[config.mk]
export PLATFORM = sky130hd
export DESIGN_NAME = pafs_port
export DESIGN_NICKNAME = d
export VERILOG_FILES = /design/src/pafs_pkg.sv /design/src/pafs_irq_if.sv /design/src/pafs_edge_det.sv /design/src/pafs_pin_drive.sv /design/src/pafs_port.sv
export SDC_FILE = /design/constraint.sdc
export NUM_CORES = 1
export LEC_CHECK = 0
export BUFFER_PORTS_ARGS = -buffer_cell sky130_fd_sc_hd__buf_2
export CORE_MARGIN = 2
export CORE_UTILIZATION = 40
export CTS_BUF_LIST = sky130_fd_sc_hd__clkbuf_2
export CTS_CLUSTER_DIAMETER = 30
export DETAILED_ROUTE_END_ITERATION = 8
export PLACE_DENSITY = 0.71
export SYNTH_ARGS = -nofsm -noshare
export SYNTH_HDL_FRONTEND = slang
export SYNTH_SLANG_ARGS = --single-unit
[constraint.sdc]
create_clock -name clock -period 1.86 [get_ports clock]
set_input_delay 0.093 -clock clock [delete_from_list [all_inputs] [get_ports clock]]
set_output_delay 0.093 -clock clock [all_outputs]
set_load 0.02 [all_outputs]
[src/pafs_pkg.sv]
// Summary of operation
// [RULE1] pin 2 mode: 00 gpio, 01 prohibited, 10 external clock in, 11 comparator 0 out
// [RULE2] pin 1 mode: 00 gpio, 01 prohibited, 10 low-speed clock, 11 timer F out
// [RULE3] pin 0 mode: 00 gpio, 01 PWM C, 10 high-speed clock, 11 timer 9 out
// [RULE4] prohibited mode in output: ignore data; hi-z or P-ch float, N-ch or CMOS low
// [RULE5] each pin is output or input by its own direction bit
// [RULE6] output drive: hi-z, P-ch open drain, N-ch open drain or CMOS by two bits
// [RULE7] input: hi-z, pull-down or pull-up by the same two control bits
// [RULE8] after reset every pin is an output with hi-z drive
// [RULE9] output mode drives each gpio pin from its data register bit
// [RULE10] reading data register returns pin level for input-mode pins
// [RULE11] one interrupt per pin, each enabled or masked on its own
// [RULE12] interrupt raised on the selected edge: rising, falling or both
// [RULE13] sampled rising mode samples pins on each 16 kHz tick falling edge
// [RULE14] sampled rising mode needs two consecutive high samples
// [RULE15] sampled request rises on the first clock after the second qualifying tick
// [RULE16] function select registers reset to zero, all pins gpio
// [RULE17] control pair: 00 hi-z, 01 P-ch or pull-down, 10 N-ch or pull-up, 11 CMOS
// [RULE18] direction bit 0 output, 1 input, resets to 0
// [RULE19] unsampled edges compare pin level between cycles, one-cycle request
package pafs_pkg;

	// register indices; byte address is four times the index
	localparam logic [15:0] IDX_DATA      = 16'hf250;
	localparam logic [15:0] IDX_DIR       = 16'hf251;
	localparam logic [15:0] IDX_DRV_LO    = 16'hf252;
	localparam logic [15:0] IDX_DRV_HI    = 16'hf253;
	localparam logic [15:0] IDX_FSEL_LO   = 16'hf254;
	localparam logic [15:0] IDX_FSEL_HI   = 16'hf255;
	localparam logic [15:0] IDX_EDGE_SEL  = 16'hf256;
	localparam logic [15:0] IDX_INT_CTRL  = 16'hf257;

	// field layout of the interrupt control register
	localparam int          INT_EN_LSB    = 0;
	localparam int          SAMP_EN_LSB   = 4;

	// values after reset and bus response codes
	localparam logic [2:0]  PORT_RST      = 3'h0;
	localparam logic [5:0]  EDGE_RST      = 6'h00;
	localparam logic [1:0]  RESP_OKAY     = 2'h0;
	localparam logic [1:0]  RESP_SLVERR   = 2'h2;

	// sampling tick timing
	localparam int          CLK_PERIOD_NS = 4;
	localparam int          TICK_PERIOD_NS = 62500;
	localparam int          TICK_CYCLES   = TICK_PERIOD_NS / CLK_PERIOD_NS;

	typedef enum logic [1:0] {
		FUNC_GPIO = 2'b00,
		FUNC_ALT1 = 2'b01,
		FUNC_ALT2 = 2'b10,
		FUNC_ALT3 = 2'b11
	} pafs_func_e;

	typedef enum logic [1:0] {
		DRV_HIZ  = 2'b00,
		DRV_PCH  = 2'b01,
		DRV_NCH  = 2'b10,
		DRV_CMOS = 2'b11
	} pafs_drv_e;

	typedef enum logic [1:0] {
		EDGE_NONE = 2'b00,
		EDGE_RISE = 2'b01,
		EDGE_FALL = 2'b10,
		EDGE_BOTH = 2'b11
	} pafs_edge_e;

	localparam logic        DIR_OUT       = 1'b0;
	localparam logic        DIR_IN        = 1'b1;

endpackage

[src/pafs_irq_if.sv]
`timescale 1ns/10ps
// carries interrupt configuration, pin levels and requests
interface pafs_irq_if;
	logic [5:0] edge_sel;
	logic [2:0] int_en;
	logic [2:0] samp_en;
	logic       tick;
	logic [2:0] level;
	logic [2:0] req;

	modport ctrl (output edge_sel, output int_en, output samp_en, output tick,
		output level, input req);
	modport det (input edge_sel, input int_en, input samp_en, input tick,
		input level, output req);
endinterface

[src/pafs_edge_det.sv]
`timescale 1ns/10ps
// edge detection with optional two-sample filter for rising mode
module pafs_edge_det (
	input  wire logic clock,
	input  wire logic rst_n,
	pafs_irq_if.det   irq
);
	import pafs_pkg::*;

	logic [2:0] prev_reg;
	logic [2:0] samp_reg;
	logic [2:0] pair_reg;
	logic [2:0] req_reg;
	logic [2:0] fire;

	// decide per pin whether its selected edge has occurred
	always_comb begin
		for (int i = 0; i < 3; i++) begin
			pafs_edge_e e;
			e = pafs_edge_e'(irq.edge_sel[2*i +: 2]);
			if (irq.samp_en[i] && e == EDGE_RISE) begin
				fire[i] = irq.tick && irq.level[i] && samp_reg[i] && !pair_reg[i]; // [RULE14]
			end else begin
				unique case (e) // [RULE12] [RULE19]
					EDGE_NONE: fire[i] = 1'b0;
					EDGE_RISE: fire[i] = irq.level[i] && !prev_reg[i];
					EDGE_FALL: fire[i] = !irq.level[i] && prev_reg[i];
					EDGE_BOTH: fire[i] = irq.level[i] != prev_reg[i];
				endcase
			end
		end
	end

	// level of the previous clock cycle
	always_ff @(posedge clock or negedge rst_n) begin
		if (!rst_n) begin
			prev_reg <= 3'h0;
		end else begin
			prev_reg <= irq.level; // [RULE19]
		end
	end

	// samples taken at each tick and the pair status
	always_ff @(posedge clock or negedge rst_n) begin
		if (!rst_n) begin
			samp_reg <= 3'h0;
			pair_reg <= 3'h0;
		end else if (irq.tick) begin
			samp_reg <= irq.level; // [RULE13]
			pair_reg <= irq.level & samp_reg; // [RULE14]
		end
	end

	// one-cycle request on the clock after detection
	always_ff @(posedge clock or negedge rst_n) begin
		if (!rst_n) begin
			req_reg <= 3'h0;
		end else begin
			req_reg <= fire & irq.int_en; // [RULE11] [RULE15]
		end
	end

	assign irq.req = req_reg;
endmodule

[src/pafs_pin_drive.sv]
`timescale 1ns/10ps
// per-pin function mux and drive type decode
module pafs_pin_drive #(
	parameter bit ALT1_OK = 1'b1,
	parameter bit ALT2_IN = 1'b0
) (
	input  wire logic                dir,
	input  wire logic [1:0]          ctl,
	input  wire pafs_pkg::pafs_func_e func,
	input  wire logic                gpio_val,
	input  wire logic                alt1_val,
	input  wire logic                alt2_val,
	input  wire logic                alt3_val,
	output logic                     drv_out,
	output logic                     drv_oe,
	output logic                     pull_up,
	output logic                     pull_down
);
	import pafs_pkg::*;

	logic val;
	logic prohibited;
	logic in_func;

	// pick the source of the pin's output value
	always_comb begin
		unique case (func)
			FUNC_GPIO: val = gpio_val; // [RULE9]
			FUNC_ALT1: val = alt1_val;
			FUNC_ALT2: val = alt2_val;
			FUNC_ALT3: val = alt3_val;
		endcase
	end

	assign prohibited = (func == FUNC_ALT1) && !ALT1_OK;
	assign in_func    = (func == FUNC_ALT2) && ALT2_IN;

	// drive type, pulls and the fixed level of a prohibited mode
	always_comb begin
		drv_out   = 1'b0;
		drv_oe    = 1'b0;
		pull_up   = 1'b0;
		pull_down = 1'b0;
		if (dir == DIR_IN) begin // [RULE5]
			pull_down = (ctl == DRV_PCH); // [RULE7] [RULE17]
			pull_up   = (ctl == DRV_NCH); // [RULE7] [RULE17]
		end else if (in_func) begin
			drv_oe = 1'b0; // pin serves as an input function
		end else if (prohibited) begin
			drv_oe = ctl[1]; // [RULE4]
		end else begin
			unique case (ctl) // [RULE6] [RULE17]
				DRV_HIZ: drv_oe = 1'b0;
				DRV_PCH: begin
					drv_out = 1'b1;
					drv_oe  = val;
				end
				DRV_NCH: drv_oe = ~val;
				DRV_CMOS: begin
					drv_out = val;
					drv_oe  = 1'b1;
				end
			endcase
		end
	end
endmodule

[src/pafs_port.sv]
`timescale 1ns/10ps
// three-pin port with function select, drive control and edge interrupts
module pafs_port #(
	parameter int ADDR_W      = 32,
	parameter int TICK_CYCLES = pafs_pkg::TICK_CYCLES
) (
	input  wire logic              clock,
	input  wire logic              rst_n,
	input  wire logic [ADDR_W-1:0] s_axi_awaddr,
	input  wire logic              s_axi_awvalid,
	output logic                   s_axi_awready,
	input  wire logic [31:0]       s_axi_wdata,
	input  wire logic [3:0]        s_axi_wstrb,
	input  wire logic              s_axi_wvalid,
	output logic                   s_axi_wready,
	output logic [1:0]             s_axi_bresp,
	output logic                   s_axi_bvalid,
	input  wire logic              s_axi_bready,
	input  wire logic [ADDR_W-1:0] s_axi_araddr,
	input  wire logic              s_axi_arvalid,
	output logic                   s_axi_arready,
	output logic [31:0]            s_axi_rdata,
	output logic [1:0]             s_axi_rresp,
	output logic                   s_axi_rvalid,
	input  wire logic              s_axi_rready,
	input  wire logic [2:0]        pad_in,
	output logic [2:0]             pad_out,
	output logic [2:0]             pad_oe,
	output logic [2:0]             pad_pull_up,
	output logic [2:0]             pad_pull_down,
	input  wire logic              pwm_channel_c_output,
	input  wire logic              high_speed_clock_out,
	input  wire logic              timer_9_output,
	input  wire logic              low_speed_clock_out,
	input  wire logic              timer_f_output,
	input  wire logic              comparator0_result_out,
	output logic                   external_clock_input,
	output logic [2:0]             pin_interrupt
);
	import pafs_pkg::*;

	logic [2:0]        data_reg;
	logic [2:0]        port_direction_register;
	logic [2:0]        drive_control_low;
	logic [2:0]        drive_control_high;
	logic [2:0]        pin_function_select_low;
	logic [2:0]        pin_function_select_high;
	logic [5:0]        edge_select_control;
	logic [2:0]        int_en_reg;
	logic [2:0]        samp_en_reg;
	logic [ADDR_W-1:0] awaddr_reg;
	logic [7:0]        wdata_reg;
	logic              wstrb0_reg;
	logic              aw_have_reg;
	logic              w_have_reg;
	logic              do_write;
	logic [31:0]       tick_cnt_reg;
	logic              tick_reg;
	logic [2:0]        drv_out;
	logic [2:0]        drv_oe;
	logic [2:0]        drv_pu;
	logic [2:0]        drv_pd;
	logic [2:0]        alt1;
	logic [2:0]        alt2;
	logic [2:0]        alt3;

	pafs_irq_if irq ();

	// word index of a byte address, or all ones when it is not a register
	function automatic logic [15:0] reg_index(input logic [ADDR_W-1:0] a);
		logic [ADDR_W-1:0] idx;
		idx = a >> 2;
		if ((idx >= ADDR_W'(IDX_DATA)) && (idx <= ADDR_W'(IDX_INT_CTRL)))
			return idx[15:0];
		return 16'hffff;
	endfunction

	// read value of a register; data shows the pin level for input pins
	function automatic logic [7:0] read_value(input logic [15:0] idx);
		unique case (idx)
			IDX_DATA:     return {5'h00, (port_direction_register & pad_in)
				| (~port_direction_register & data_reg)}; // [RULE10]
			IDX_DIR:      return {5'h00, port_direction_register};
			IDX_DRV_LO:   return {5'h00, drive_control_low};
			IDX_DRV_HI:   return {5'h00, drive_control_high};
			IDX_FSEL_LO:  return {5'h00, pin_function_select_low};
			IDX_FSEL_HI:  return {5'h00, pin_function_select_high};
			IDX_EDGE_SEL: return {2'h0, edge_select_control};
			IDX_INT_CTRL: return {1'b0, samp_en_reg, 1'b0, int_en_reg};
			default:      return 8'h00;
		endcase
	endfunction

	assign do_write = aw_have_reg && w_have_reg && !s_axi_bvalid;

	// write channel: address and data taken in either order
	always_ff @(posedge clock or negedge rst_n) begin
		if (!rst_n) begin
			s_axi_awready <= 1'b1;
			s_axi_wready  <= 1'b1;
			aw_have_reg   <= 1'b0;
			w_have_reg    <= 1'b0;
			awaddr_reg    <= '0;
			wdata_reg     <= 8'h00;
			wstrb0_reg    <= 1'b0;
			s_axi_bvalid  <= 1'b0;
			s_axi_bresp   <= RESP_OKAY;
		end else begin
			if (s_axi_awvalid && s_axi_awready) begin
				awaddr_reg    <= s_axi_awaddr;
				aw_have_reg   <= 1'b1;
				s_axi_awready <= 1'b0;
			end
			if (s_axi_wvalid && s_axi_wready) begin
				wdata_reg    <= s_axi_wdata[7:0];
				wstrb0_reg   <= s_axi_wstrb[0];
				w_have_reg   <= 1'b1;
				s_axi_wready <= 1'b0;
			end
			if (do_write) begin
				aw_have_reg  <= 1'b0;
				w_have_reg   <= 1'b0;
				s_axi_bvalid <= 1'b1;
				s_axi_bresp  <= (reg_index(awaddr_reg) == 16'hffff) ? RESP_SLVERR : RESP_OKAY;
			end
			if (s_axi_bvalid && s_axi_bready) begin
				s_axi_bvalid  <= 1'b0;
				s_axi_awready <= 1'b1;
				s_axi_wready  <= 1'b1;
			end
		end
	end

	// register file, written through byte lane 0
	always_ff @(posedge clock or negedge rst_n) begin
		if (!rst_n) begin
			data_reg                 <= PORT_RST;
			port_direction_register  <= PORT_RST; // [RULE8] [RULE18]
			drive_control_low        <= PORT_RST; // [RULE8]
			drive_control_high       <= PORT_RST;
			pin_function_select_low  <= PORT_RST; // [RULE16]
			pin_function_select_high <= PORT_RST; // [RULE16]
			edge_select_control      <= EDGE_RST;
			int_en_reg               <= PORT_RST;
			samp_en_reg              <= PORT_RST;
		end else if (do_write && wstrb0_reg) begin
			unique case (reg_index(awaddr_reg))
				IDX_DATA:     data_reg <= wdata_reg[2:0];
				IDX_DIR:      port_direction_register <= wdata_reg[2:0];
				IDX_DRV_LO:   drive_control_low <= wdata_reg[2:0];
				IDX_DRV_HI:   drive_control_high <= wdata_reg[2:0];
				IDX_FSEL_LO:  pin_function_select_low <= wdata_reg[2:0];
				IDX_FSEL_HI:  pin_function_select_high <= wdata_reg[2:0];
				IDX_EDGE_SEL: edge_select_control <= wdata_reg[5:0];
				IDX_INT_CTRL: begin
					int_en_reg  <= wdata_reg[INT_EN_LSB +: 3];
					samp_en_reg <= wdata_reg[SAMP_EN_LSB +: 3];
				end
				default: ;
			endcase
		end
	end

	// read channel: one read at a time, answered on the next edge
	always_ff @(posedge clock or negedge rst_n) begin
		if (!rst_n) begin
			s_axi_arready <= 1'b1;
			s_axi_rvalid  <= 1'b0;
			s_axi_rdata   <= 32'h0000_0000;
			s_axi_rresp   <= RESP_OKAY;
		end else if (s_axi_arvalid && s_axi_arready) begin
			s_axi_arready <= 1'b0;
			s_axi_rvalid  <= 1'b1;
			s_axi_rdata   <= {24'h000000, read_value(reg_index(s_axi_araddr))};
			s_axi_rresp   <= (reg_index(s_axi_araddr) == 16'hffff) ? RESP_SLVERR : RESP_OKAY;
		end else if (s_axi_rvalid && s_axi_rready) begin
			s_axi_rvalid  <= 1'b0;
			s_axi_arready <= 1'b1;
		end
	end

	// sampling tick divider, one-cycle pulse per period
	always_ff @(posedge clock or negedge rst_n) begin
		if (!rst_n) begin
			tick_cnt_reg <= 32'h0000_0000;
			tick_reg     <= 1'b0;
		end else if (tick_cnt_reg == 32'(TICK_CYCLES - 1)) begin
			tick_cnt_reg <= 32'h0000_0000;
			tick_reg     <= 1'b1; // [RULE13]
		end else begin
			tick_cnt_reg <= tick_cnt_reg + 32'h0000_0001;
			tick_reg     <= 1'b0;
		end
	end

	// alternate function sources per pin
	assign alt1 = {1'b0, 1'b0, pwm_channel_c_output}; // [RULE3]
	assign alt2 = {1'b0, low_speed_clock_out, high_speed_clock_out}; // [RULE2] [RULE3]
	assign alt3 = {comparator0_result_out, timer_f_output, timer_9_output}; // [RULE1] [RULE2]

	genvar g;
	generate
		for (g = 0; g < 3; g++) begin : g_pin
			pafs_pin_drive #(
				.ALT1_OK (g == 0),
				.ALT2_IN (g == 2)
			) u_drive (
				.dir       (port_direction_register[g]),
				.ctl       ({drive_control_high[g], drive_control_low[g]}),
				.func      (pafs_func_e'({pin_function_select_high[g],
					pin_function_select_low[g]})),
				.gpio_val  (data_reg[g]),
				.alt1_val  (alt1[g]),
				.alt2_val  (alt2[g]),
				.alt3_val  (alt3[g]),
				.drv_out   (drv_out[g]),
				.drv_oe    (drv_oe[g]),
				.pull_up   (drv_pu[g]),
				.pull_down (drv_pd[g])
			);
		end
	endgenerate

	// pin outputs and external clock input from flip-flops
	always_ff @(posedge clock or negedge rst_n) begin
		if (!rst_n) begin
			pad_out              <= 3'h0;
			pad_oe               <= 3'h0; // [RULE8]
			pad_pull_up          <= 3'h0;
			pad_pull_down        <= 3'h0;
			external_clock_input <= 1'b0;
		end else begin
			pad_out              <= drv_out;
			pad_oe               <= drv_oe;
			pad_pull_up          <= drv_pu;
			pad_pull_down        <= drv_pd;
			external_clock_input <= pad_in[2] && pin_function_select_high[2]
				&& !pin_function_select_low[2]; // [RULE1]
		end
	end

	// interrupt detector
	assign irq.edge_sel = edge_select_control;
	assign irq.int_en   = int_en_reg;
	assign irq.samp_en  = samp_en_reg;
	assign irq.tick     = tick_reg;
	assign irq.level    = pad_in;

	pafs_edge_det u_edge (
		.clock (clock),
		.rst_n (rst_n),
		.irq   (irq.det)
	);

	assign pin_interrupt = irq.req;

	// checks on pin drive, external clock routing, interrupts and data reads
	property p_cmos_gpio;
		@(posedge clock) disable iff (!rst_n)
		(!port_direction_register[0] && drive_control_high[0] && drive_control_low[0]
			&& !pin_function_select_high[0] && !pin_function_select_low[0])
		|=> (pad_oe[0] && pad_out[0] == $past(data_reg[0]));
	endproperty
	a_cmos_gpio: assert property (p_cmos_gpio) else $error("gpio cmos drive wrong"); // [RULE9]

	property p_prohibited_low;
		@(posedge clock) disable iff (!rst_n)
		(!port_direction_register[1] && drive_control_high[1]
			&& !pin_function_select_high[1] && pin_function_select_low[1])
		|=> (pad_oe[1] && !pad_out[1]);
	endproperty
	a_prohibited_low: assert property (p_prohibited_low) else $error("prohibited pin not low"); // [RULE4]

	property p_input_float;
		@(posedge clock) disable iff (!rst_n)
		port_direction_register[2] |=> !pad_oe[2];
	endproperty
	a_input_float: assert property (p_input_float) else $error("input pin driven"); // [RULE5]

	property p_pull_up;
		@(posedge clock) disable iff (!rst_n)
		(port_direction_register[0] && drive_control_high[0] && !drive_control_low[0])
		|=> (pad_pull_up[0] && !pad_pull_down[0]);
	endproperty
	a_pull_up: assert property (p_pull_up) else $error("pull-up missing"); // [RULE7]

	property p_timer9;
		@(posedge clock) disable iff (!rst_n)
		(!port_direction_register[0] && drive_control_high[0] && drive_control_low[0]
			&& pin_function_select_high[0] && pin_function_select_low[0])
		|=> (pad_out[0] == $past(timer_9_output));
	endproperty
	a_timer9: assert property (p_timer9) else $error("timer 9 not routed"); // [RULE3]

	property p_ext_clk;
		@(posedge clock) disable iff (!rst_n)
		(pin_function_select_high[2] && !pin_function_select_low[2])
		|=> (external_clock_input == $past(pad_in[2]));
	endproperty
	a_ext_clk: assert property (p_ext_clk) else $error("external clock not routed"); // [RULE1]

	property p_rise_pulse;
		@(posedge clock) disable iff (!rst_n)
		($rose(pad_in[0]) && int_en_reg[0] && !samp_en_reg[0]
			&& edge_select_control[1:0] == EDGE_RISE)
		|=> pin_interrupt[0] ##1 !pin_interrupt[0];
	endproperty
	a_rise_pulse: assert property (p_rise_pulse) else $error("rising edge request wrong"); // [RULE19]

	property p_masked;
		@(posedge clock) disable iff (!rst_n)
		!int_en_reg[1] |=> !pin_interrupt[1];
	endproperty
	a_masked: assert property (p_masked) else $error("masked request raised"); // [RULE11]

	property p_sampled_after_tick;
		@(posedge clock) disable iff (!rst_n)
		(pin_interrupt[2] && samp_en_reg[2] && edge_select_control[5:4] == EDGE_RISE)
		|-> ($past(tick_reg) && $past(pad_in[2]));
	endproperty
	a_sampled_after_tick: assert property (p_sampled_after_tick) else $error("sampled early"); // [RULE15]

	property p_read_level;
		@(posedge clock) disable iff (!rst_n)
		(s_axi_arvalid && s_axi_arready && reg_index(s_axi_araddr) == IDX_DATA
			&& port_direction_register == 3'h7)
		|=> (s_axi_rvalid && s_axi_rdata[2:0] == $past(pad_in));
	endproperty
	a_read_level: assert property (p_read_level) else $error("data read not pin level"); // [RULE10]

	c_write: cover property (@(posedge clock) disable iff (!rst_n) do_write);
	c_read: cover property (@(posedge clock) disable iff (!rst_n) s_axi_rvalid && s_axi_rready);
	c_irq: cover property (@(posedge clock) disable iff (!rst_n) |pin_interrupt);
	c_samp: cover property (@(posedge clock) disable iff (!rst_n)
		pin_interrupt[0] && samp_en_reg[0]);
endmodule

Yosys cells after proc, flatten, opt, wreduce, memory -nomap -nowiden. Cells that the tools add are included.

Bits in registers: 147. Latch bits: 0. RAM bits: 0. Bits in read-only memories: 0. Input bits: 116. Output and inout bits: 57. Logic and storage cells: 226. Memories: 0.

$add $sub $neg: 1. Multiply operators: 0. Div/mod/pow operators: 0. $lt $le $gt $ge: 4. Equality and inequality tests: 49. Shift operators: 0. Muxes and demuxes: 65. Bitwise logic cells: 9. Reductions and logical operators: 65.

Operator list (number): == test 16 bit, second input constant (18); two-way mux 16 bit (8); >= comparator 30 x 16 -> 1 bit, second input constant (2); less-or-equal comparator 30 x 16 -> 1 bit, second input constant (2); one-hot mux 7 bit (8 select lines) (1); two-way mux 1 bit (41); == test 2 bit, second input constant (18); adder 32 x 1 -> 32 bit, second input constant (1); == test 32 x 14 -> 1 bit, second input constant (1); two-way mux 32 bit (1); one-hot mux 1 bit (4 select lines) (8); logical AND 1 bit (30); == test 2 x 1 -> 1 bit, second input constant (9); logical NOT 2 bit (9); AND reduction 2 bit (8); bitwise AND 3 bit (4); nonzero test 2 bit (6); logical NOT 1 bit (11); one-hot mux 1 bit (2 select lines) (3); two-way mux 2 bit (2); != test 1 bit (3); NOT 1 bit (3); NOT 3 bit (1); bitwise OR 3 bit (1); other kinds (2) (2).

Depth between registers and ports, before layout. Gate-level depths: netlist of run 1.

Word-level depth: 8. Depth in mapped cells: 7. Gate-level depth less buffers: 7.

Modules after synthesis. Synthesis of run 1 repeated with hierarchy kept, for this count alone.

Cells, all modules: 557. Area total of the unflattened synthesis: 6721.4 um2.

Modules (own cells, without submodules): pafs_port (instances 1, cells an instance 459, area each 5795.6 um2, seq. area each 3256.9 um2); pafs_edge_det (instances 1, cells an instance 58, area each 609.3 um2, seq. area each 300.3 um2); pafs_pin_drive (g_pin[2].u_drive) (instances 1, cells an instance 16, area each 135.1 um2, seq. area each 0.0 um2); pafs_pin_drive (g_pin[1].u_drive) (instances 1, cells an instance 16, area each 116.4 um2, seq. area each 0.0 um2); pafs_pin_drive (g_pin[0].u_drive) (instances 1, cells an instance 8, area each 65.1 um2, seq. area each 0.0 um2).

Worst setup path before layout of run 1. No wires, ideal clock.

Path type: flip-flop to flip-flop. Start point: register awaddr_reg[25]. End point: register edge_select_control[0]. Setup time: 125 ps. Data arrival time: 1864 ps. Required time: 1735 ps. Path slack: -128 ps. Stages on the path, launching flop included: 6. Buffers on the path: 0. Clock period less this slack: 1988 ps. Cell sequence: dfrtp_1 > nor4b_1 > nand4_1 > nor4_4 > nand4_1 > mux2_2.

Cells in the longest elaborated chain, start to end: 8. Elaborated cells between the ends (all ways): 9. Classes of those cells: order compare: 2; eq/ne: 1; mux: 4; reduce/logical: 2.

Ends and longest elaborated chain: from (decl) (line pafs_port.sv:51) `logic [ADDR_W-1:0] awaddr_reg;`; from (signal assigned) (line pafs_port.sv:110) `awaddr_reg <= s_axi_awaddr;`; >= comparator 30 x 16 -> 1 bit / less-or-equal comparator 30 x 16 -> 1 bit (equally long branches) (line pafs_port.sv:73) `if ((idx >= ADDR_W'(IDX_DATA)) && (idx <= ADDR_W'(IDX_INT_CTRL)))`; logical AND 1 bit (*) (line pafs_port.sv:73); two-way mux 1 bit (*) (line pafs_port.sv:73); two-way mux 1 bit (*) (line pafs_port.sv:146) `end else if (do_write && wstrb0_reg) begin`; two-way mux 16 bit (*) (line pafs_port.sv:75) `return 16'hffff;`; two-way mux 16 bit (*) (line pafs_port.sv:146); == test 16 bit (*) (line pafs_port.sv:147) `unique case (reg_index(awaddr_reg))`; AND reduction 2 bit (no line) (*); to (signal assigned) (line pafs_port.sv:154) `IDX_EDGE_SEL: edge_select_control <= wdata_reg[5:0];`; to (decl) (line pafs_port.sv:48) `logic [5:0] edge_select_control;`.

Mark *: on every way between the ends. The rest lies on a longest branch, timed or not. The select of a mux whose other input is x is not followed. A chain may end at the register's enable or synchronous reset.

Final worst setup path of run 1.
Start point: register awaddr_reg[5]. End point: register drive_control_low[2].

Cells in the longest elaborated chain, start to end: 8. Elaborated cells between the ends (all ways): 10. Classes of those cells: order compare: 2; eq/ne: 1; mux: 5; reduce/logical: 2.

Ends and longest elaborated chain: >= comparator 30 x 16 -> 1 bit / less-or-equal comparator 30 x 16 -> 1 bit (equally long branches) (line pafs_port.sv:73); logical AND 1 bit (line pafs_port.sv:73); two-way mux 1 bit (line pafs_port.sv:73); two-way mux 1 bit (line pafs_port.sv:146); two-way mux 16 bit (*) (line pafs_port.sv:75); two-way mux 16 bit (*) (line pafs_port.sv:146); == test 16 bit (*) (line pafs_port.sv:147); AND reduction 2 bit (no line) (*); to (signal assigned) (line pafs_port.sv:150) `IDX_DRV_LO: drive_control_low <= wdata_reg[2:0];`; to (decl) (line pafs_port.sv:44) `logic [2:0] drive_control_low;`.

Marked as above.

==> results of run 1 <==
-- critical path: stages (launching register included) --
cell      delay, ns
dfrtp_1        0.43
nor4b_2        0.28
nand4_1        0.20
nor4_4         0.36
buf_4          0.19
nand3b_1       0.18
mux2_4         0.34
-- cells by family after synthesis --
family	count (synthesis)	synth area share
AO/OA/AOI/OAI	43	0.0392
XOR/XNOR	30	0.0406
adder cells (fa/ha/maj)	8	0.0155
buffers and inverters	61	0.0510
flip-flops	142	0.549
multiplexers	90	0.163
other	1	0.000579
AND/OR/NAND/NOR	162	0.141
-- power breakdown --
| group | switching, mW | internal, mW |
|---|---|---|
| combinational | 0.551 | 0.752 |
| sequential | 0.432 | 3.58 |
| clock | 1.01 | 0.492 |
-- final timing paths --
kind	start	end	slack (ns)	cells past startpoint
setup reg to reg	awaddr_reg[5]	drive_control_low[2]	-0.21	6
min in group asynchronous	rst_n	data_reg[1]	0.50	4
max in group asynchronous	rst_n	s_axi_rdata[1]	1.03	4
hold / removal	s_axi_araddr[26]	s_axi_rdata[5]	0.09	5
setup / recovery	awaddr_reg[5]	drive_control_low[2]	-0.21	6
hold reg to reg	tick_cnt_reg[31]	tick_cnt_reg[31]	0.48	1
-- through the flow --
stage / setup slack, ns / hold slack, ns / area [sq um]
after floorplan: -0.112 / -0.203 / 6580
after global routing: -0.362 / 0.0492 / 8430
final: -0.211 / 0.0860 / 8430
after CTS: -0.216 / 0.0196 / 8300
after detailed placement: -0.215 / 0.0753 / 7380
after global placement: -0.169 / 0.0665 / 7380
-- routing by layer --
metal	GRT usage	share of wire
met1	0.209	0.42
met2	0.308	0.50
met3	0.0463	0.055
met4	0.0713	0.023
met5	0	0
-- cells in the final DEF (no fill, tap or decap), drive strengths merged, types with 13 or more instances in the layout --
| cell type | n |
|---|---|
| nand2 | 38 |
| o21ai | 20 |
| conb | 27 |
| nand3 | 20 |
| nor2 | 23 |
| xor2 | 13 |
| dlygate4sd3 | 71 |
| clkbuf | 23 |
| xnor2 | 17 |
| inv | 25 |
| mux2 | 75 |
| buf | 140 |
| dfrtp | 139 |
-- area by class of cell --
type / count / share of cell area
tap: 216 / 0.0321
inverter: 25 / 0.0111
sequential: 142 / 0.422
multi-input combinational: 360 / 0.330
timing repair buffer: 211 / 0.183
clock inverter: 8 / 0.00817
clock buffer: 23 / 0.0137
-- what timing repair did --
action	CTS	global route
setup buffers	0	4
gates resized for setup	3	18
hold buffers	71	2
hold endpoints to repair	210	2
pin swaps	2	6
setup endpoints to repair	30	45
==> flow_metrics.py, run 1 <==
metrics = {
    "critical_path": {
        "cp.required_ns": 2.46,
        "end_kind": "flip-flop",
        "crit_fanout": 6,
        "critPathLaunchType": "flip-flop",
        "worst_ep_arrival_time_ns": 2.67,
        "crit_type": "reg -> reg",
    },
    "sta": {
        "fin_crit_ns": 2.07,
        "maxSlewHeadroom": 0.592,
        "max_freq_ghz": 0.483,
        "hold_viol_final": 0,
        "max_slew.worst_pin.slew_ns": 0.611,
        "finalSetupViolations": 30,
        "tns_ns": -4.09,
        "rsz0062_at_grt": "true",
        "slew_viol_final": 0,
        "period_share": 1.11,
        "finClkSkew_ns": 0.0234,
        "timing.final.ws_setup_ns": -0.211,
    },
    "yosys": {
        "synth_common_cells": "139 x dfrtp_1, 75 x mux2_2, 38 x nand2_1",
        "synth_cells": 537,
        "seq_area_frac_synth": 0.549,
        "synth-main-ff-cell": "dfrtp_1",
        "synth_seq_cells": 142,
        "yosysTopAreaCell": "dfrtp_1",
        "syn_avg_cell_area_sq_um": 12.1,
        "synthMostInstantiatedCell": "dfrtp_1",
        "synth.area.top_cells": "dfrtp_1 54%, mux2_2 13%, buf_4 3.1%, xnor2_1 2.3%, nand2_1 2.2%",
        "synth-edff-count": 0,
        "ys_warn_count": 0,
        "synth_top_area_frac": 0.537,
        "synthesis.area_sq_mm": 0.00648,
        "synth_cell_types": 48,
        "async_reset_ff_frac": 1.00,
    },
    "die": {
        "num_rows": 46,
        "start_util": 0.409,
        "die_w_microns": 131,
        "ios": 173,
        "fp.dieH_microns": 131,
        "core_sq_mm": 0.0158,
        "dieArea_sq_mm": 0.0172,
    },
    "layout": {
        "fin_nets": 881,
        "largest_register_ffs": 32,
        "drive_gt1_frac": 0.352,
        "final_util": 0.532,
        "multi_input_area_sq_mm": 0.00278,
        "seqCellArea_sq_mm": 0.00356,
        "instances_no_fill": 985,
        "diodes": 0,
        "fillers": 1338,
        "area_growth_pct": 30.1,
    },
    "run_status": {
        "status": "complete, but fails checks",
        "violations": "negative setup slack",
    },
    "place": {
        "placed_cells": 878,
        "dp_hpwl_mm": 10.5,
        "place_congestion": 0.959,
        "port_buffers": 113,
    },
    "power": {
        "p_total_mw": 6.81,
        "power_density_mw_per_mm2": 808,
        "irDropWorstVdd_mv": 0.588,
        "leakage_nw": 4.10,
    },
    "clocking": {
        "root_buffer": "clkbuf_2",
        "cts_max_level": 4,
        "cts_made_buffers": 17,
        "cts.sinks": 142,
        "clkTransAtPathRegs_ns": 0.18,
        "clock_latency_ns": 0.69,
        "cts.path.max_buffers": 2,
        "cts_tree": "built",
    },
    "drt": {
        "viasPerCell": 4.87,
        "wire_per_inst_microns": 14.9,
        "drtPass1Iterations": 4,
        "vias": 4794,
        "postRouteAntennaNets": 0,
        "drt_iter0_drc": 182,
        "drcViolationCount": 0,
        "totalWireLength_mm": 14.7,
    },
    "grt": {
        "overflow": 0,
        "grt_usage": 0.177,
        "grt_pass1_wl_mm": 24.4,
        "grt_antenna_before_repair": 0,
        "grt_pass1_vias": 5068,
        "grt_max_degree": 48,
    },
    "job": {
        "max_cap_viol_count": 0,
    },
    "hold_path": {
        "hold_path_class": "in -> reg",
    },
}
No activity file was read; power rests on OpenSTA's default activity.
==> run 2: changes to the inputs <==
- clock period: 1.86 -> 1.8 ns (I/O delays scaled with it)
==> run 2 against run 1 <==
Net effect: the run still ends with negative setup slack left; setup slack got worse by 0.030 ns; design area increased by 1.7%; sequential share of layout area decreased by 0.65 points; clock power increased by 6%; register-to-register slack got worse by 0.03 ns; worst hold slack got worse by 0.024 ns; clock-buffer cell count unchanged; sequential power increased by 3%.
==> flow_metrics.py, run 2 (same netlist as run 1, synthesis figures left out) <==
metrics = {
    "layout": {
        "drive_gt1_frac": 0.357,
        "area_growth_pct": 32.3,
        "layout_commonest_cell": "dfrtp_1",
        "largest_register_ffs": 32,
        "fin_nets": 895,
        "fillers": 1368,
        "diodes": 0,
        "layout_common_cells": "134 x dfrtp_1, 113 x buf_2, 79 x dlygate4sd3_1",
        "final_util": 0.541,
    },
    "critical_path": {
        "reg2regPathDepth": 6,
        "worst_ep_arrival_time_ns": 2.66,
        "cp.required_ns": 2.42,
        "critPathLaunchType": "flip-flop",
        "crit_family": "simple AND/OR/NAND/NOR gates",
        "cpPeakStageDelay_ns": 0.43,
        "slowest_stage": "dfrtp_1",
        "end_kind": "flip-flop",
        "crit_fanout": 6,
        "crit_type": "reg -> reg",
        "cp_num_cells": 6,
        "crit_path_cell_trace": "nor4b_2 -> nand4_1 -> nor4_4 -> buf_4 -> nand4b_1 -> mux2_4",
        "path_buf_inv": 1,
    },
    "sta": {
        "period_share": 1.13,
        "tns_ns": -5.55,
        "hold_viol_final": 0,
        "max_freq_ghz": 0.490,
        "finalSetupViolations": 30,
        "maxSlewHeadroom": 0.636,
        "fin_crit_ns": 2.04,
        "finClkSkew_ns": 0.0482,
        "max_slew.worst_pin.slew_ns": 0.545,
        "slew_viol_final": 0,
        "rsz0062_at_grt": "true",
        "timing.final.ws_setup_ns": -0.241,
    },
    "grt": {
        "grt_usage": 0.184,
        "grt_max_degree": 50,
        "overflow": 0,
        "grt_pass1_wl_mm": 25.4,
        "grt_antenna_before_repair": 0,
        "grt_pass1_vias": 5146,
    },
    "power": {
        "p_total_mw": 7.06,
        "leakage_nw": 4.18,
        "power_density_mw_per_mm2": 824,
        "irDropWorstVdd_mv": 0.648,
    },
    "place": {
        "dp_hpwl_mm": 10.5,
        "place_congestion": 0.982,
        "port_buffers": 113,
    },
    "drt": {
        "drt_iter0_drc": 260,
        "postRouteAntennaNets": 0,
        "viasPerCell": 4.96,
        "totalWireLength_mm": 15.4,
        "drcViolationCount": 0,
        "wire_per_inst_microns": 15.4,
        "vias": 4956,
        "drtPass1Iterations": 5,
    },
    "clocking": {
        "cts_tree": "built",
        "clock_latency_ns": 0.71,
        "cts.path.max_buffers": 2,
        "root_buffer": "clkbuf_2",
        "cts.sinks": 142,
        "cts_made_buffers": 17,
        "cts_max_level": 4,
        "clkTransAtPathRegs_ns": 0.20,
    },
    "die": {
        "num_rows": 46,
        "dieArea_sq_mm": 0.0172,
        "fp.dieH_microns": 131,
        "ios": 173,
        "core_sq_mm": 0.0158,
        "start_util": 0.409,
        "die_w_microns": 131,
    },
    "run_status": {
        "violations": "negative setup slack",
        "status": "complete, but fails checks",
    },
    "job": {
        "max_cap_viol_count": 0,
    },
    "hold_path": {
        "hold_path_class": "in -> reg",
        "hold_depth": 6,
    },
}
## run 2: changes by cell type in the layout (fill, tap and decap cells not counted), moves of 2 or more
cell	previous run	this run
clkinv_1	1	3
dfrtp_2	2	5
buf_4	22	27
clkinvlp_4	2	0
dfrtp_1	137	134
dlygate4sd3_1	71	79
## run 2: cell type report
cell class,count,area (sq um),share of cell area
Tap cell,216,270,0.0315
Multi-Input combinational cell,360,2790,0.326
Inverter,25,93.8,0.0110
Timing Repair Buffer,225,1660,0.194
Clock buffer,23,115,0.0134
Clock inverter,9,70.1,0.00818
Sequential cell,142,3560,0.416
## run 2: routing by layer
layer	global-route usage	wire length, microns	share of wire	vias up
li1	-	-	-	2329
met5	0	0	0	-
met4	0.0731	367	0.024	0
met2	0.314	7840	0.51	174
met3	0.0559	870	0.056	33
met1	0.218	6370	0.41	2420
## run 2: path summary, 6_finish.rpt
path | start | slack [ns] | end
worst max register to register | awaddr_reg[24] | -0.24 | drive_control_high[0]
max in group asynchronous | rst_n | 1.03 | s_axi_arready
worst max-delay path | awaddr_reg[24] | -0.24 | drive_control_high[0]
worst min register to register | tick_cnt_reg[0] | 0.49 | tick_cnt_reg[0]
min in group asynchronous | rst_n | 0.45 | data_reg[0]
worst min-delay path | s_axi_araddr[6] | 0.06 | s_axi_rdata[5]
## run 2: report_power, final
group          internal, mW  switching (mW)
registers              3.69           0.430
clock network         0.511            1.08
logic                 0.773           0.569
total                  4.98            2.08
## run 2: worst register-to-register path: cells and delay by family, from the launching register on
| family | cells | cell delay [ns] |
|---|---|---|
| DFF | 1 | 0.43 |
| and+or+nand+nor | 4 | 0.99 |
| muxes | 1 | 0.36 |
| buffers and inverters | 1 | 0.19 |
## run 2: repair_timing
item,4_1_cts,5_1_grt
gates resized for setup,5,21
pin swaps,0,6
cloned,0,1
hold buffers,80,0
buffers inserted,2,8
hold endpoints to repair,212,0
setup endpoints to repair,38,54
## run 2: through the flow
step                std cells  worst slack [ns]  hold slack (ns)  cell area (sq um)
global route             1000            -0.406           0.0127               8570
detailed placement        877            -0.241           0.0559               7370
global placement          877            -0.198           0.0426               7370
floorplan                 563            -0.154           -0.206               6590
CTS                       991            -0.245          0.00129               8420
finish                   1000            -0.241           0.0625               8570
==> run 3: changes to the inputs <==
- ABC_AREA: not set -> 1
- PLACE_DENSITY: 0.71 -> 0.7
- TNS_END_PERCENT: not set -> 1
==> run 3 against run 2 <==
Net effect: the run still ends with negative setup slack left; register-to-register slack improved by 0.10 ns; critical path depth increased by 3; final cell count increased by 37%; core utilization increased by 0.41 points; worst hold slack about the same.
==> flow_metrics.py, run 3 <==
metrics = {
    "clocking": {
        "cts.path.max_buffers": 2,
        "cts_made_buffers": 17,
        "clock_latency_ns": 0.70,
        "cts.sinks": 142,
        "clkTransAtPathRegs_ns": 0.20,
        "root_buffer": "clkbuf_2",
        "cts_max_level": 4,
        "post_cts_buffers": 0,
        "cts_tree": "built",
    },
    "sta": {
        "max_slew.worst_pin.slew_ns": 0.536,
        "timing.final.ws_setup_ns": -0.139,
        "maxSlewHeadroom": 0.642,
        "rsz0062_at_grt": "true",
        "slew_viol_final": 0,
        "max_freq_ghz": 0.516,
        "period_share": 1.08,
        "holdWs_ns": 0.0621,
        "hold_viol_final": 0,
        "finalSetupViolations": 29,
        "fin_crit_ns": 1.94,
        "tns_ns": -2.59,
        "finClkSkew_ns": 0.0312,
    },
    "place": {
        "place_congestion": 0.890,
        "dp_hpwl_mm": 12.4,
        "dpl_cell_area_sq_mm": 0.00828,
        "placed_cells": 1266,
        "port_buffers": 113,
    },
    "layout": {
        "area_growth_pct": 32.4,
        "instances_no_fill": 1372,
        "fin_nets": 1257,
        "largest_register_ffs": 32,
        "design_area_sq_mm": 0.00950,
        "layout_commonest_cell": "nand2_1",
        "drive_gt1_frac": 0.241,
        "layout_common_cells": "227 x nand2_1, 139 x dfrtp_1, 114 x inv_1",
        "fillers": 1602,
    },
    "yosys": {
        "synth.area.top_cells": "dfrtp_1 48%, nand2_1 13%, inv_1 6.1%, nand3_1 4.3%, nor2_1 4.1%",
        "seq_area_frac_synth": 0.496,
        "synth-main-ff-cell": "dfrtp_1",
        "synth-edff-count": 0,
        "synthMostInstantiatedCell": "nand2_1",
        "synth_cell_types": 47,
        "async_reset_ff_frac": 1.00,
        "synth_seq_cells": 142,
        "yosysTopAreaCell": "dfrtp_1",
        "ys_warn_count": 0,
        "syn_avg_cell_area_sq_um": 8.05,
        "synth_common_cells": "242 x nand2_1, 139 x dfrtp_1, 117 x inv_1",
        "synth_cells": 891,
        "synth_top_area_frac": 0.485,
        "synthesis.area_sq_mm": 0.00717,
    },
    "drt": {
        "totalWireLength_mm": 17.8,
        "drcViolationCount": 0,
        "vias": 6506,
        "postRouteAntennaNets": 0,
        "wire_per_inst_microns": 13.0,
        "viasPerCell": 4.74,
        "drtPass1Iterations": 5,
        "drt_iter0_drc": 474,
    },
    "critical_path": {
        "cpPeakStageDelay_ns": 0.44,
        "cpMostUsedCell": "nand2_2",
        "crit_family": "simple AND/OR/NAND/NOR gates",
        "crit_fanout": 12,
        "crit_path_cell_trace": "nor4_2 -> nand3_1 -> nor3_2 -> nand2_2 -> nor3_4 -> nand3_2 -> buf_12 -> nand2_2 -> o21ai_2",
        "crit_type": "reg -> reg",
        "critPathLaunchType": "flip-flop",
        "worst_ep_arrival_time_ns": 2.54,
        "path_buf_inv": 1,
        "cp.required_ns": 2.40,
        "end_kind": "flip-flop",
        "slowest_stage": "dfrtp_1",
    },
    "hold_path": {
        "hold_path_class": "in -> reg",
    },
    "power": {
        "leakage_nw": 4.96,
        "power_density_mw_per_mm2": 828,
        "irDropWorstVdd_mv": 0.580,
    },
    "grt": {
        "grt_pass1_vias": 6248,
        "grt_usage": 0.194,
        "grt_max_degree": 78,
        "overflow": 0,
        "grt_antenna_before_repair": 1,
        "grt_pass1_wl_mm": 29.0,
    },
    "die": {
        "num_rows": 48,
        "die_w_microns": 138,
        "ios": 173,
        "core_sq_mm": 0.0174,
        "dieArea_sq_mm": 0.0190,
        "fp.dieH_microns": 138,
        "start_util": 0.412,
    },
    "run_status": {
        "status": "complete, but fails checks",
        "violations": "negative setup slack",
    },
    "job": {
        "max_cap_viol_count": 0,
    },
}
-- run 3: power breakdown --
part           internal (mW)  switching [mW]  total [mW]
clock network           1.04            1.16        2.19
logic                  0.690           0.976        1.67
registers               3.69           0.321        4.01
total                   5.42            2.45        7.87
-- run 3: final cells by class --
class	count	area (sq um)	share of cell area
flip-flops and latches	142	3560	0.374
diodes	1	2.50	0.000263
inverters	120	450	0.0474
repair buffers	237	1740	0.183
multi-input cells	615	3180	0.335
well taps	225	282	0.0296
clock inverters	14	198	0.0208
clock buffers	18	90.1	0.00948
-- run 3: metrics by stage --
| step | setup slack (ns) | utilization | total power [mW] |
|---|---|---|---|
| after CTS | -0.167 | 0.536 | 7.92 |
| after floorplan | 0.0278 | - | 4.95 |
| after detailed placement | -0.169 | 0.476 | 5.56 |
| after global placement | -0.100 | 0.476 | 5.51 |
| final | -0.139 | 0.545 | 7.87 |
| after global routing | -0.392 | 0.545 | 8.39 |
-- run 3: logic make-up (layout without fill, tap and decap cells) --
family          after synthesis  count (layout)  synth area share
fa+ha+maj                     8               8            0.0140
mux                           3               3           0.00471
xor+xnor                     16              16            0.0195
flops                       142             142             0.496
buf+inv                     160             389             0.101
other cells                   1              28          0.000523
simple gates                462             462             0.286
compound gates               99              99            0.0789
-- run 3: what timing repair did --
action	4_1_cts	5_1_grt
cloned	0	0
gates resized for setup	6	45
endpoints found under the setup margin	32	52
pin swaps	1	3
hold buffers	73	0
endpoints found under the hold margin	213	0
-- run 3: final timing paths --
kind | slack [ns] | endpoint | startpoint | cells after the start
max | -0.14 | edge_select_control[1] | awaddr_reg[22] | 9
min | 0.06 | s_axi_rdata[1] | s_axi_araddr[12] | 10
max reg2reg | -0.14 | edge_select_control[1] | awaddr_reg[22] | 9
min reg2reg | 0.45 | pad_pull_down[1] | drive_control_high[1] | 1
max in group asynchronous | 0.56 | awaddr_reg[12] | rst_n | 4
min in group asynchronous | 0.43 | s_axi_rdata[5] | rst_n | 3
-- run 3: tightest hold or removal path, cell delays in order --
cell     delay, ns
buf_2         0.09
inv_1         0.03
nand2_1       0.05
nor2_1        0.06
nand3_1       0.07
a21oi_1       0.06
nand3_2       0.12
nor2_2        0.06
nand2_1       0.07
nand2_1       0.04
-- run 3: routing by layer --
layer | up-vias | part of all wire | track usage
met3 | 22 | 0.046 | 0.0373
met5 | - | 0 | 0
li1 | 3278 | - | -
met2 | 181 | 0.48 | 0.323
met4 | 0 | 0.013 | 0.0618
met1 | 3025 | 0.46 | 0.256
